<file path="config.mk">
export PLATFORM = sky130hd
export DESIGN_NAME = lfs_core
export DESIGN_NICKNAME = d
export VERILOG_FILES = /design/src/lfs_pkg.sv /design/src/lfs_core.sv /design/src/lfs_nvm.sv
export VERILOG_INCLUDE_DIRS = /design/src
export SDC_FILE = /design/constraint.sdc
export NUM_CORES = 2
export LEC_CHECK = 0
export BUFFER_PORTS_ARGS = -buffer_cell sky130_fd_sc_hd__buf_2
export CAP_MARGIN = 20
export CELL_PAD_IN_SITES_DETAIL_PLACEMENT = 0
export CELL_PAD_IN_SITES_GLOBAL_PLACEMENT = 2
export CORE_ASPECT_RATIO = 1.2
export CORE_MARGIN = 10
export CORE_UTILIZATION = 30
export CTS_BUF_LIST = sky130_fd_sc_hd__clkbuf_8
export CTS_CLUSTER_DIAMETER = 50
export CTS_CLUSTER_SIZE = 16
export DETAILED_ROUTE_END_ITERATION = 8
export GPL_ROUTABILITY_DRIVEN = 1
export GPL_TIMING_DRIVEN = 0
export MAX_ROUTING_LAYER = met4
export PLACE_DENSITY_LB_ADDON = 0.1
export SETUP_SLACK_MARGIN = 0.2
export SYNTH_ARGS = -nofsm -noshare
export SYNTH_HDL_FRONTEND = slang
export SYNTH_SLANG_ARGS = --single-unit
</file>
<file path="constraint.sdc">
create_clock -name clk -period 43.3 [get_ports clk]
set_input_delay 2.165 -clock clk [delete_from_list [all_inputs] [get_ports clk]]
set_output_delay 2.165 -clock clk [all_outputs]
set_load 0.1 [all_outputs]
</file>
<file path="src/lfs_regs.svh">
`ifndef LFS_REGS_SVH
`define LFS_REGS_SVH

// configuration word addresses
`define LFS_ADDR_MODE 4'h0
`define LFS_ADDR_TC_LIN 4'h1
`define LFS_ADDR_TC_QUAD 4'h2
`define LFS_ADDR_TC_SPAN 4'h3
`define LFS_ADDR_GAIN 4'h4
`define LFS_ADDR_OFFSET 4'h5
`define LFS_ADDR_CLAMP_LO 4'h6
`define LFS_ADDR_CLAMP_HI 4'h7
`define LFS_ADDR_READOUT 4'h8
`define LFS_ADDR_LOCK 4'h9
`define LFS_ADDR_TRIM_OSC 4'hA
`define LFS_ADDR_TRIM_ADC 4'hB
`define LFS_LAST_WORD 4'hB
`define LFS_NUM_WORDS 12

// field positions
`define LFS_RANGE_LSB 1
`define LFS_RANGE_MSB 2
`define LFS_FILT_LSB 3
`define LFS_FILT_MSB 4
`define LFS_LOCK_BIT 0

// reset and arithmetic constants
`define LFS_WORD_RST 16'h0000
`define LFS_CODE_RST 10'h000
`define LFS_FILT_BASE 3'h1
`define LFS_TC_SHIFT 20
`define LFS_GAIN_SHIFT 17
`define LFS_PIPE_DEPTH 5

// temperature coefficient span bases, ppm/K
`define LFS_SPAN_00 (-(13'sh0C1C))
`define LFS_SPAN_10 (-(13'sh06D6))
`define LFS_SPAN_01 (-(13'sh0226))
`define LFS_SPAN_11 (13'sh01C2)

`endif

</file>
<file path="src/lfs_pkg.sv">
package lfs_pkg;

	typedef enum {LFS_ST_BOOT, LFS_ST_RUN} lfs_state_t;

	// decoded programming command from the supply-modulation front end
	typedef struct packed {
		logic valid;
		logic write;
		logic [3:0] addr;
		logic [15:0] wdata;
	} lfs_cmd_t;

	// reply word sent back on the output pin
	typedef struct packed {
		logic valid;
		logic [15:0] rdata;
	} lfs_rsp_t;

	// converter sample with the die temperature relative to 25 C
	typedef struct packed {
		logic valid;
		logic signed [15:0] field;
		logic signed [7:0] temp;
	} lfs_sample_t;

endpackage : lfs_pkg

</file>
<file path="src/lfs_core.sv">
// Functional notes
// - mode bits 2:1 pick converter span 30, 60, 80 or 100 mT.
// - mode word also picks the low-pass filter corner.
// - two-bit span code picks the linear temperature compensation band.
// - sensitivity corrected by linear and quadratic temperature coefficients.
// - signed field sample is low-pass filtered then processed per stored configuration.
// - gain word drives a signed multiplier, range -0.25 to just under 0.25.
// - offset word drives an adder setting zero-field output.
// - lower clamp programmable 0 to half supply in two-code steps.
// - upper clamp programmable 0 to full supply in two-code steps.
// - final processed value readable through the readout word.
// - lock bit set means every programming command is ignored.
// - lock takes effect only after the next power cycle.
// - lock bit can never be cleared.
// - accepted command reads or writes memory and replies on output pin.
// - only the device selected through its output pin answers.
// - factory trim words are never altered after production.
`timescale 1ns/1ps
`include "lfs_regs.svh"

module lfs_core import lfs_pkg::*; (
	input wire logic clk,
	input wire logic rstn,
	input wire lfs_sample_t smp,
	input wire lfs_cmd_t cmd,
	input wire logic dev_sel,
	output lfs_rsp_t rsp,
	output logic [9:0] dac_code,
	output logic [1:0] range_sel,
	output logic [15:0] trim_osc,
	output logic [15:0] trim_adc,
	output logic locked,
	output logic ready
);

	////////////////////////////////////////////////////////////////////////////////
	// boot sequencing and storage

	lfs_state_t state_reg;
	logic ready_reg;
	logic [3:0] boot_addr_reg;
	logic ld_valid_reg;
	logic [3:0] ld_addr_reg;
	logic locked_reg;
	logic [15:0] shadow_reg [`LFS_NUM_WORDS];
	logic [15:0] nvm_rdata;
	logic [3:0] nvm_addr;
	logic nvm_we;
	logic [15:0] nvm_wdata;
	logic cmd_acc;
	logic wr_ok;
	lfs_rsp_t rsp_reg;
	logic [9:0] readout_reg;

	lfs_nvm u_nvm (
		.clk(clk),
		.we(nvm_we),
		.addr(nvm_addr),
		.wdata(nvm_wdata),
		.rdata(nvm_rdata)
	);

	always_ff @(posedge clk) begin
		if (!rstn) begin
			state_reg <= LFS_ST_BOOT;
			ready_reg <= 1'b0;
		end else if (state_reg == LFS_ST_BOOT && ld_valid_reg && ld_addr_reg == `LFS_LAST_WORD) begin
			state_reg <= LFS_ST_RUN;
			ready_reg <= 1'b1;
		end
	end

	always_ff @(posedge clk) begin
		if (!rstn) begin
			boot_addr_reg <= 4'h0;
			ld_valid_reg <= 1'b0;
			ld_addr_reg <= 4'h0;
		end else begin
			ld_valid_reg <= (state_reg == LFS_ST_BOOT) && !(ld_valid_reg && ld_addr_reg == `LFS_LAST_WORD);
			ld_addr_reg <= boot_addr_reg;
			if (state_reg == LFS_ST_BOOT && boot_addr_reg != `LFS_LAST_WORD) begin
				boot_addr_reg <= boot_addr_reg + 4'h1;
			end
		end
	end

	// the stored lock bit is sampled only while booting, so a fresh lock waits for a power cycle
	always_ff @(posedge clk) begin
		if (!rstn) begin
			locked_reg <= 1'b0;
		end else if (ld_valid_reg && ld_addr_reg == `LFS_ADDR_LOCK) begin
			locked_reg <= nvm_rdata[`LFS_LOCK_BIT];
		end
	end

	////////////////////////////////////////////////////////////////////////////////
	// programming commands

	assign cmd_acc = state_reg == LFS_ST_RUN && cmd.valid && dev_sel && !locked_reg;
	// readout is live state and trim words are production-only
	assign wr_ok = cmd_acc && cmd.write && cmd.addr <= `LFS_ADDR_LOCK
		&& cmd.addr != `LFS_ADDR_READOUT;

	always_comb begin
		nvm_addr = (state_reg == LFS_ST_BOOT) ? boot_addr_reg : cmd.addr;
		nvm_we = wr_ok;
		if (cmd.addr == `LFS_ADDR_LOCK) begin
			nvm_wdata = {14'h0000, shadow_reg[`LFS_ADDR_LOCK][1:0] | cmd.wdata[1:0]};
		end else begin
			nvm_wdata = cmd.wdata;
		end
	end

	genvar gi;
	generate
		for (gi = 0; gi < `LFS_NUM_WORDS; gi++) begin : g_shadow
			always_ff @(posedge clk) begin
				if (!rstn) begin
					shadow_reg[gi] <= `LFS_WORD_RST;
				end else if (ld_valid_reg && ld_addr_reg == 4'(gi)) begin
					shadow_reg[gi] <= nvm_rdata;
				end else if (wr_ok && cmd.addr == 4'(gi)) begin
					shadow_reg[gi] <= nvm_wdata;
				end
			end
		end
	endgenerate

	// one reply per accepted command, one cycle later
	always_ff @(posedge clk) begin
		if (!rstn) begin
			rsp_reg <= '0;
		end else begin
			rsp_reg.valid <= cmd_acc;
			if (!cmd_acc) begin
				rsp_reg.rdata <= 16'h0000;
			end else if (cmd.write) begin
				rsp_reg.rdata <= wr_ok ? nvm_wdata : (cmd.addr <= `LFS_LAST_WORD) ? shadow_reg[cmd.addr] : 16'h0000;
			end else if (cmd.addr == `LFS_ADDR_READOUT) begin
				rsp_reg.rdata <= {6'h00, readout_reg};
			end else if (cmd.addr <= `LFS_LAST_WORD) begin
				rsp_reg.rdata <= shadow_reg[cmd.addr];
			end else begin
				rsp_reg.rdata <= 16'h0000;
			end
		end
	end

	////////////////////////////////////////////////////////////////////////////////
	// configuration fields

	logic [1:0] filt_code;
	logic [2:0] filt_shift;
	logic [10:0] tc_lin;
	logic signed [7:0] tc_quad;
	logic [1:0] tc_span;
	logic signed [15:0] gain;
	logic signed [10:0] offset;
	logic [9:0] lo10;
	logic [9:0] hi10;
	logic signed [12:0] span_base;

	assign filt_code = shadow_reg[`LFS_ADDR_MODE][`LFS_FILT_MSB:`LFS_FILT_LSB];
	assign filt_shift = {1'b0, filt_code} + `LFS_FILT_BASE;
	assign tc_lin = shadow_reg[`LFS_ADDR_TC_LIN][10:0];
	assign tc_quad = $signed(shadow_reg[`LFS_ADDR_TC_QUAD][7:0]);
	assign tc_span = shadow_reg[`LFS_ADDR_TC_SPAN][1:0];
	assign gain = $signed(shadow_reg[`LFS_ADDR_GAIN]);
	assign offset = $signed(shadow_reg[`LFS_ADDR_OFFSET][10:0]);
	// limits count 9.77 mV steps, twice the 4.9 mV output code
	assign lo10 = {1'b0, shadow_reg[`LFS_ADDR_CLAMP_LO][7:0], 1'b0};
	assign hi10 = {shadow_reg[`LFS_ADDR_CLAMP_HI][8:0], 1'b0};

	always_comb begin
		unique case (tc_span)
			2'b00: span_base = `LFS_SPAN_00;
			2'b10: span_base = `LFS_SPAN_10;
			2'b01: span_base = `LFS_SPAN_01;
			2'b11: span_base = `LFS_SPAN_11;
		endcase
	end

	////////////////////////////////////////////////////////////////////////////////
	// signal chain: filter, temperature, gain, offset, clamp

	logic signed [15:0] filt_reg;
	logic signed [7:0] temp_reg;
	logic v1_reg;
	logic v2_reg;
	logic v3_reg;
	logic v4_reg;
	logic v5_reg;
	logic signed [17:0] comp_reg;
	logic signed [20:0] scaled_reg;
	logic signed [20:0] sum_reg;
	logic signed [16:0] diff;
	logic signed [16:0] step;
	logic signed [12:0] coeff;
	logic signed [15:0] dt2;
	logic signed [20:0] lin;
	logic signed [23:0] quad;
	logic signed [24:0] corr;
	logic signed [40:0] prod;
	logic signed [33:0] gprod;
	logic signed [20:0] lo_s;
	logic signed [20:0] hi_s;

	assign diff = 17'(smp.field) - 17'(filt_reg);
	assign step = diff >>> filt_shift;

	always_ff @(posedge clk) begin
		if (!rstn) begin
			filt_reg <= 16'sh0000;
			temp_reg <= 8'sh00;
		end else if (smp.valid && state_reg == LFS_ST_RUN) begin
			filt_reg <= filt_reg + step[15:0];
			temp_reg <= smp.temp;
		end
	end

	assign coeff = span_base + $signed({2'b00, tc_lin});
	assign dt2 = temp_reg * temp_reg;
	assign lin = coeff * temp_reg;
	assign quad = tc_quad * dt2;
	assign corr = 25'(lin) + 25'(quad);
	assign prod = filt_reg * corr;
	assign gprod = comp_reg * gain;
	assign lo_s = $signed({11'h000, lo10});
	assign hi_s = $signed({11'h000, hi10});

	always_ff @(posedge clk) begin
		if (!rstn) begin
			v1_reg <= 1'b0;
			v2_reg <= 1'b0;
			v3_reg <= 1'b0;
			v4_reg <= 1'b0;
			v5_reg <= 1'b0;
		end else begin
			v1_reg <= smp.valid && state_reg == LFS_ST_RUN;
			v2_reg <= v1_reg;
			v3_reg <= v2_reg;
			v4_reg <= v3_reg;
			v5_reg <= v4_reg;
		end
	end

	always_ff @(posedge clk) begin
		if (!rstn) begin
			comp_reg <= 18'sh00000;
		end else if (v1_reg) begin
			comp_reg <= 18'(filt_reg) + 18'(prod >>> `LFS_TC_SHIFT);
		end
	end

	always_ff @(posedge clk) begin
		if (!rstn) begin
			scaled_reg <= 21'sh000000;
		end else if (v2_reg) begin
			scaled_reg <= 21'(gprod >>> `LFS_GAIN_SHIFT);
		end
	end

	always_ff @(posedge clk) begin
		if (!rstn) begin
			sum_reg <= 21'sh000000;
		end else if (v3_reg) begin
			sum_reg <= scaled_reg + 21'(offset);
		end
	end

	// when the limits cross, sums below the low limit take the low limit and all other sums take the high limit
	always_ff @(posedge clk) begin
		if (!rstn) begin
			readout_reg <= `LFS_CODE_RST;
		end else if (v4_reg) begin
			if (sum_reg < lo_s) begin
				readout_reg <= lo10;
			end else if (sum_reg > hi_s) begin
				readout_reg <= hi10;
			end else begin
				readout_reg <= sum_reg[9:0];
			end
		end
	end

	////////////////////////////////////////////////////////////////////////////////
	// outputs

	assign rsp = rsp_reg;
	assign dac_code = readout_reg;
	assign range_sel = shadow_reg[`LFS_ADDR_MODE][`LFS_RANGE_MSB:`LFS_RANGE_LSB];
	assign trim_osc = shadow_reg[`LFS_ADDR_TRIM_OSC];
	assign trim_adc = shadow_reg[`LFS_ADDR_TRIM_ADC];
	assign locked = locked_reg;
	assign ready = ready_reg;

	////////////////////////////////////////////////////////////////////////////////
	// checks

	chk_locked_silent: assert property (@(posedge clk) disable iff (!rstn)
		locked_reg && cmd.valid |=> !rsp_reg.valid)
		else $error("locked device replied to a command");

	chk_lock_deferred: assert property (@(posedge clk) disable iff (!rstn)
		state_reg == LFS_ST_RUN && $past(state_reg == LFS_ST_RUN) |-> $stable(locked_reg))
		else $error("lock changed without a power cycle");

	chk_lock_sticky: assert property (@(posedge clk) disable iff (!rstn)
		ready && shadow_reg[`LFS_ADDR_LOCK][0] |=> shadow_reg[`LFS_ADDR_LOCK][0])
		else $error("lock bit was cleared");

	chk_cmd_reply: assert property (@(posedge clk) disable iff (!rstn)
		cmd_acc |=> rsp_reg.valid ##1 !rsp_reg.valid || $past(cmd_acc))
		else $error("accepted command got no reply");

	chk_sel_gate: assert property (@(posedge clk) disable iff (!rstn)
		rsp_reg.valid |-> $past(dev_sel) && $past(cmd.valid))
		else $error("reply without device selection");

	chk_trim_fixed: assert property (@(posedge clk) disable iff (!rstn)
		nvm_we |-> nvm_addr != `LFS_ADDR_TRIM_OSC && nvm_addr != `LFS_ADDR_TRIM_ADC)
		else $error("trim word written");

	chk_locked_nowrite: assert property (@(posedge clk) disable iff (!rstn)
		locked_reg |-> !nvm_we)
		else $error("storage written while locked");

	chk_pipe_latency: assert property (@(posedge clk) disable iff (!rstn)
		smp.valid && ready |-> ##`LFS_PIPE_DEPTH v5_reg)
		else $error("sample did not reach the output in five cycles");

	chk_clamp_low: assert property (@(posedge clk) disable iff (!rstn)
		v5_reg && $past(v4_reg) |-> readout_reg >= $past(lo10))
		else $error("output below lower limit");

	chk_clamp_high: assert property (@(posedge clk) disable iff (!rstn)
		v5_reg && $past(lo10) <= $past(hi10) |-> readout_reg <= $past(hi10))
		else $error("output above upper limit");

	chk_readout_reply: assert property (@(posedge clk) disable iff (!rstn)
		cmd_acc && !cmd.write && cmd.addr == `LFS_ADDR_READOUT && !v4_reg
		|=> rsp_reg.rdata == {6'h00, readout_reg})
		else $error("readout reply differs from output code");

	cov_boot_done: cover property (@(posedge clk) disable iff (!rstn) $rose(ready));
	cov_write_acc: cover property (@(posedge clk) disable iff (!rstn) wr_ok);
	cov_lock_write: cover property (@(posedge clk) disable iff (!rstn) wr_ok && cmd.addr == `LFS_ADDR_LOCK);
	cov_clamp_hit: cover property (@(posedge clk) disable iff (!rstn) v4_reg && sum_reg > hi_s);

endmodule : lfs_core

</file>
<file path="src/lfs_nvm.sv">
`timescale 1ns/1ps
`include "lfs_regs.svh"

module lfs_nvm (
	input wire logic clk,
	input wire logic we,
	input wire logic [3:0] addr,
	input wire logic [15:0] wdata,
	output logic [15:0] rdata
);

	// erased array; contents survive rstn like the real cells
	logic [15:0] mem [`LFS_NUM_WORDS] = '{default: `LFS_WORD_RST};

	always_ff @(posedge clk) begin
		if (we) begin
			mem[addr] <= wdata;
		end
	end

	always_ff @(posedge clk) begin
		rdata <= mem[addr];
	end

endmodule : lfs_nvm

</file>
==> impl_metrics.py <==
metrics = {
    "yosys": {
        "synth.avg_cell_area_sq_um": 10.2,
        "synth_top_family_by_area": "adder cells",
        "synth_compound_area_share_pct": 6.18,
        "yosysWarningCount": 0,
        "post_synth_and_or_nand_nor_area_fraction_pct": 13.9,
        "synth_fa_ha_area_share_pct": 39.1,
        "synth-seq-area-share_pct": 24.0,
        "synth.distinct_cells": 75,
        "synthFlopType": "edfxtp_1",
        "netlist_instances": 5834,
        "yosysTopAreaCell": "fa_1",
        "synth_edf_count": 384,
        "synth.ff_latch_count": 519,
        "mappedNetlistArea_sq_um": 59300,
        "synthArstFlopShare_pct": 0,
        "synthXorXnorAreaFrac_pct": 2.59,
        "ys_top_cells_by_area": "fa_1, edfxtp_1, ha_1, inv_1, and2_1",
        "synth.area.mux_share_pct": 5.60,
        "synth_top_area_share_pct": 31.3,
    },
    "timing": {
        "skew_ns": 0.0742,
        "fmax_mhz": 46.6,
        "fin_crit_sh_pct": 49.6,
        "setup_tns_ns": 0,
        "min_period_ns": 21.47,
        "setup_ws_ns": 21.83,
        "max_slew_margin_pct": 22.1,
        "setup_violations": 0,
        "worst_pin_slew_ns": 1.16,
        "hold_viol": 0,
        "rsz0062_at_grt": "no",
        "slew_viol_final": 0,
    },
    "routing": {
        "route.detailed.drc": 0,
        "drtPass1Iterations": 7,
        "via_per_inst": 4.67,
        "num_vias": 41100,
        "ant_nets": 0,
        "routed_wl_um": 206000,
        "drtIter0Drc": 2118,
        "wl_per_cell_um": 23.4,
    },
    "grt": {
        "overflow": 0,
        "grt_pass1_vias": 45400,
        "antenna_found_initial": 15,
        "grt_pass1_wl_um": 306000,
        "grt_max_degree": 18,
        "grt_usage_pct": 19.7,
    },
    "die": {
        "coreArea_sq_um": 196000,
        "io-pin-count": 113,
        "dieArea_sq_um": 216000,
        "num_rows": 178,
        "dieHeight_um": 507,
        "die_w_um": 426,
        "floorplan.initialDensity_pct": 30.2,
    },
    "worst_setup_path": {
        "crit_path_top_delay_cell": "dfxtp_1",
        "critPathTopFamily": "adder cells",
        "crit_buf_inv": 8,
        "crit_path_end_kind": "flop",
        "start_kind": "flop",
        "worst-path-stages": 66,
        "ff2ff_path_depth": 66,
        "critPathKind": "reg -> reg",
        "required_ns": 43.94,
        "critPathMaxFanout": 14,
        "max_stage_delay_ns": 0.95,
        "cpMostUsedCell": "fa_1",
        "cp.arrival_ns": 22.11,
    },
    "power": {
        "power_frac_comb_pct": 14.7,
        "vdd_drop_max_mv": 0.0265,
        "pwr-share-seq_pct": 45.0,
        "leakage_nw": 27.3,
        "switching_power_mw": 0.375,
        "internal-power_mw": 0.867,
        "switching_share_pct": 30.2,
        "pwr-share-clk_pct": 40.4,
        "power_density_nw_per_um2": 18.9,
        "power_mw": 1.24,
    },
    "clock_tree": {
        "numCtsBuffers": 78,
        "cts_tree": "yes",
        "cts-root-buf": "clkbuf_8",
        "cts_post_setup_buffers_inserted": 0,
        "hold_buffers": 0,
        "clock_path_buffers": 3,
        "clk_latency_ns": 0.77,
        "h-tree-depth": 3,
        "cts_sinks": 519,
        "cts_resized": 0,
        "clk_pin_slew_ns": 0.09,
    },
    "cells_and_area": {
        "area_growth_pct": 11.1,
        "n_fill_cell": 20400,
        "seq_area_sq_um": 14200,
        "final_common_cell": "inv_1",
        "multi_input_comb_area_sq_um": 40200,
        "layout_common_cells": "inv_1, fa_1, nand2_1, and2_1, edfxtp_1",
        "drive_above_1_share_pct": 7.06,
        "nets": 7461,
    },
    "worst_hold_path": {
        "whs_path_depth": 2,
        "hp-class": "reg -> reg",
    },
    "flow_run": {
        "max-cap-violations": 0,
    },
    "place": {
        "hpwl_um": 169000,
        "portBuffers": 108,
        "place.gp.congestion": 0.847,
        "post-place-ws_ns": 21.30,
    },
    "status": {
        "status": "finished clean",
    },
}
## Yosys cell counts, types with 18 or more instances
| master | instances |
|---|---|
| inv_1 | 1094 |
| fa_1 | 928 |
| nand2_1 | 696 |
| and2_1 | 472 |
| edfxtp_1 | 384 |
| ha_1 | 368 |
| clkbuf_1 | 233 |
| o21ai_0 | 216 |
| nor2_1 | 186 |
| a21oi_1 | 166 |
| dfxtp_1 | 135 |
| xnor2_1 | 122 |
| mux2i_1 | 110 |
| nor2b_1 | 101 |
| mux4_2 | 93 |
| nand2b_1 | 79 |
| xor2_1 | 49 |
| nor3_1 | 38 |
| a21o_1 | 35 |
| nand3_1 | 27 |
| a21boi_0 | 24 |
| o21a_1 | 24 |
| a211oi_1 | 20 |
| o21bai_1 | 20 |
| o22ai_1 | 18 |
## power by group through the flow
stage | clock network (mW) | logic (mW) | registers, mW
2_1_floorplan | 0 | 0.100 | 0.571
3_3_place_gp | 0 | 0.179 | 0.571
3_5_place_dp | 0 | 0.184 | 0.570
4_1_cts | 0.515 | 0.185 | 0.559
5_1_grt | 0.537 | 0.196 | 0.560
6_report | 0.501 | 0.182 | 0.559
## layout make-up
class | count | area share, %
inverters | 1097 | 6.25
diodes | 8 | 0.0304
flip-flops and latches | 519 | 21.6
repair buffers | 154 | 1.69
clock buffers | 82 | 1.71
multi-input cells | 4014 | 61.1
plain buffers | 251 | 1.44
well taps | 2610 | 4.96
clock inverters | 62 | 1.21
## worst register-to-register path, delay by kind of cell (launching register included)
family                     cells  cell delay [ns]
AOI/OAI and AO/OA             18             4.20
xor gates and xnor gates       8             2.98
adders and majority gates     20             9.45
buffers and inverters          8             1.57
DFF                            1             0.95
muxes                          1             0.14
and+or+nand+nor               11             2.07
## routing by layer
layer	global-route usage, %	routed length, um
met1	24.0	87700
met3	1.38	5010
met5	-	0
met2	35.4	109000
met4	4.46	4850
## cell families (layout without fill, tap and decap cells)
group / count (synthesis) / after routing
buffers and inverters: 1348 / 1646
XOR/XNOR: 173 / 173
AND/OR/NAND/NOR: 1675 / 1675
AO/OA/AOI/OAI: 607 / 607
other: 1 / 56
multiplexers: 214 / 214
flip-flops: 519 / 519
adder cells (fa/ha/maj): 1297 / 1297
## worst paths after layout
path / start / endpoint / slack (ns)
setup / recovery: temp_reg[7] / comp_reg[17] / 21.83
hold / removal: u_nvm.rdata[0] / locked / 0.49
setup reg to reg: temp_reg[7] / comp_reg[17] / 21.83
hold reg to reg: u_nvm.rdata[0] / locked / 0.49
## metrics by stage
step	utilization [%]	cell area, sq um	instances	hold slack (ns)
after floorplan	-	59500	5881	0.441
after global placement	32.2	63300	8599	0.466
after detailed placement	32.6	63900	8642	0.471
after CTS	33.5	65800	8786	0.494
after global routing	33.6	65900	8792	0.503
final	33.6	65900	8797	0.493
No activity file was read; power rests on OpenSTA's default activity.
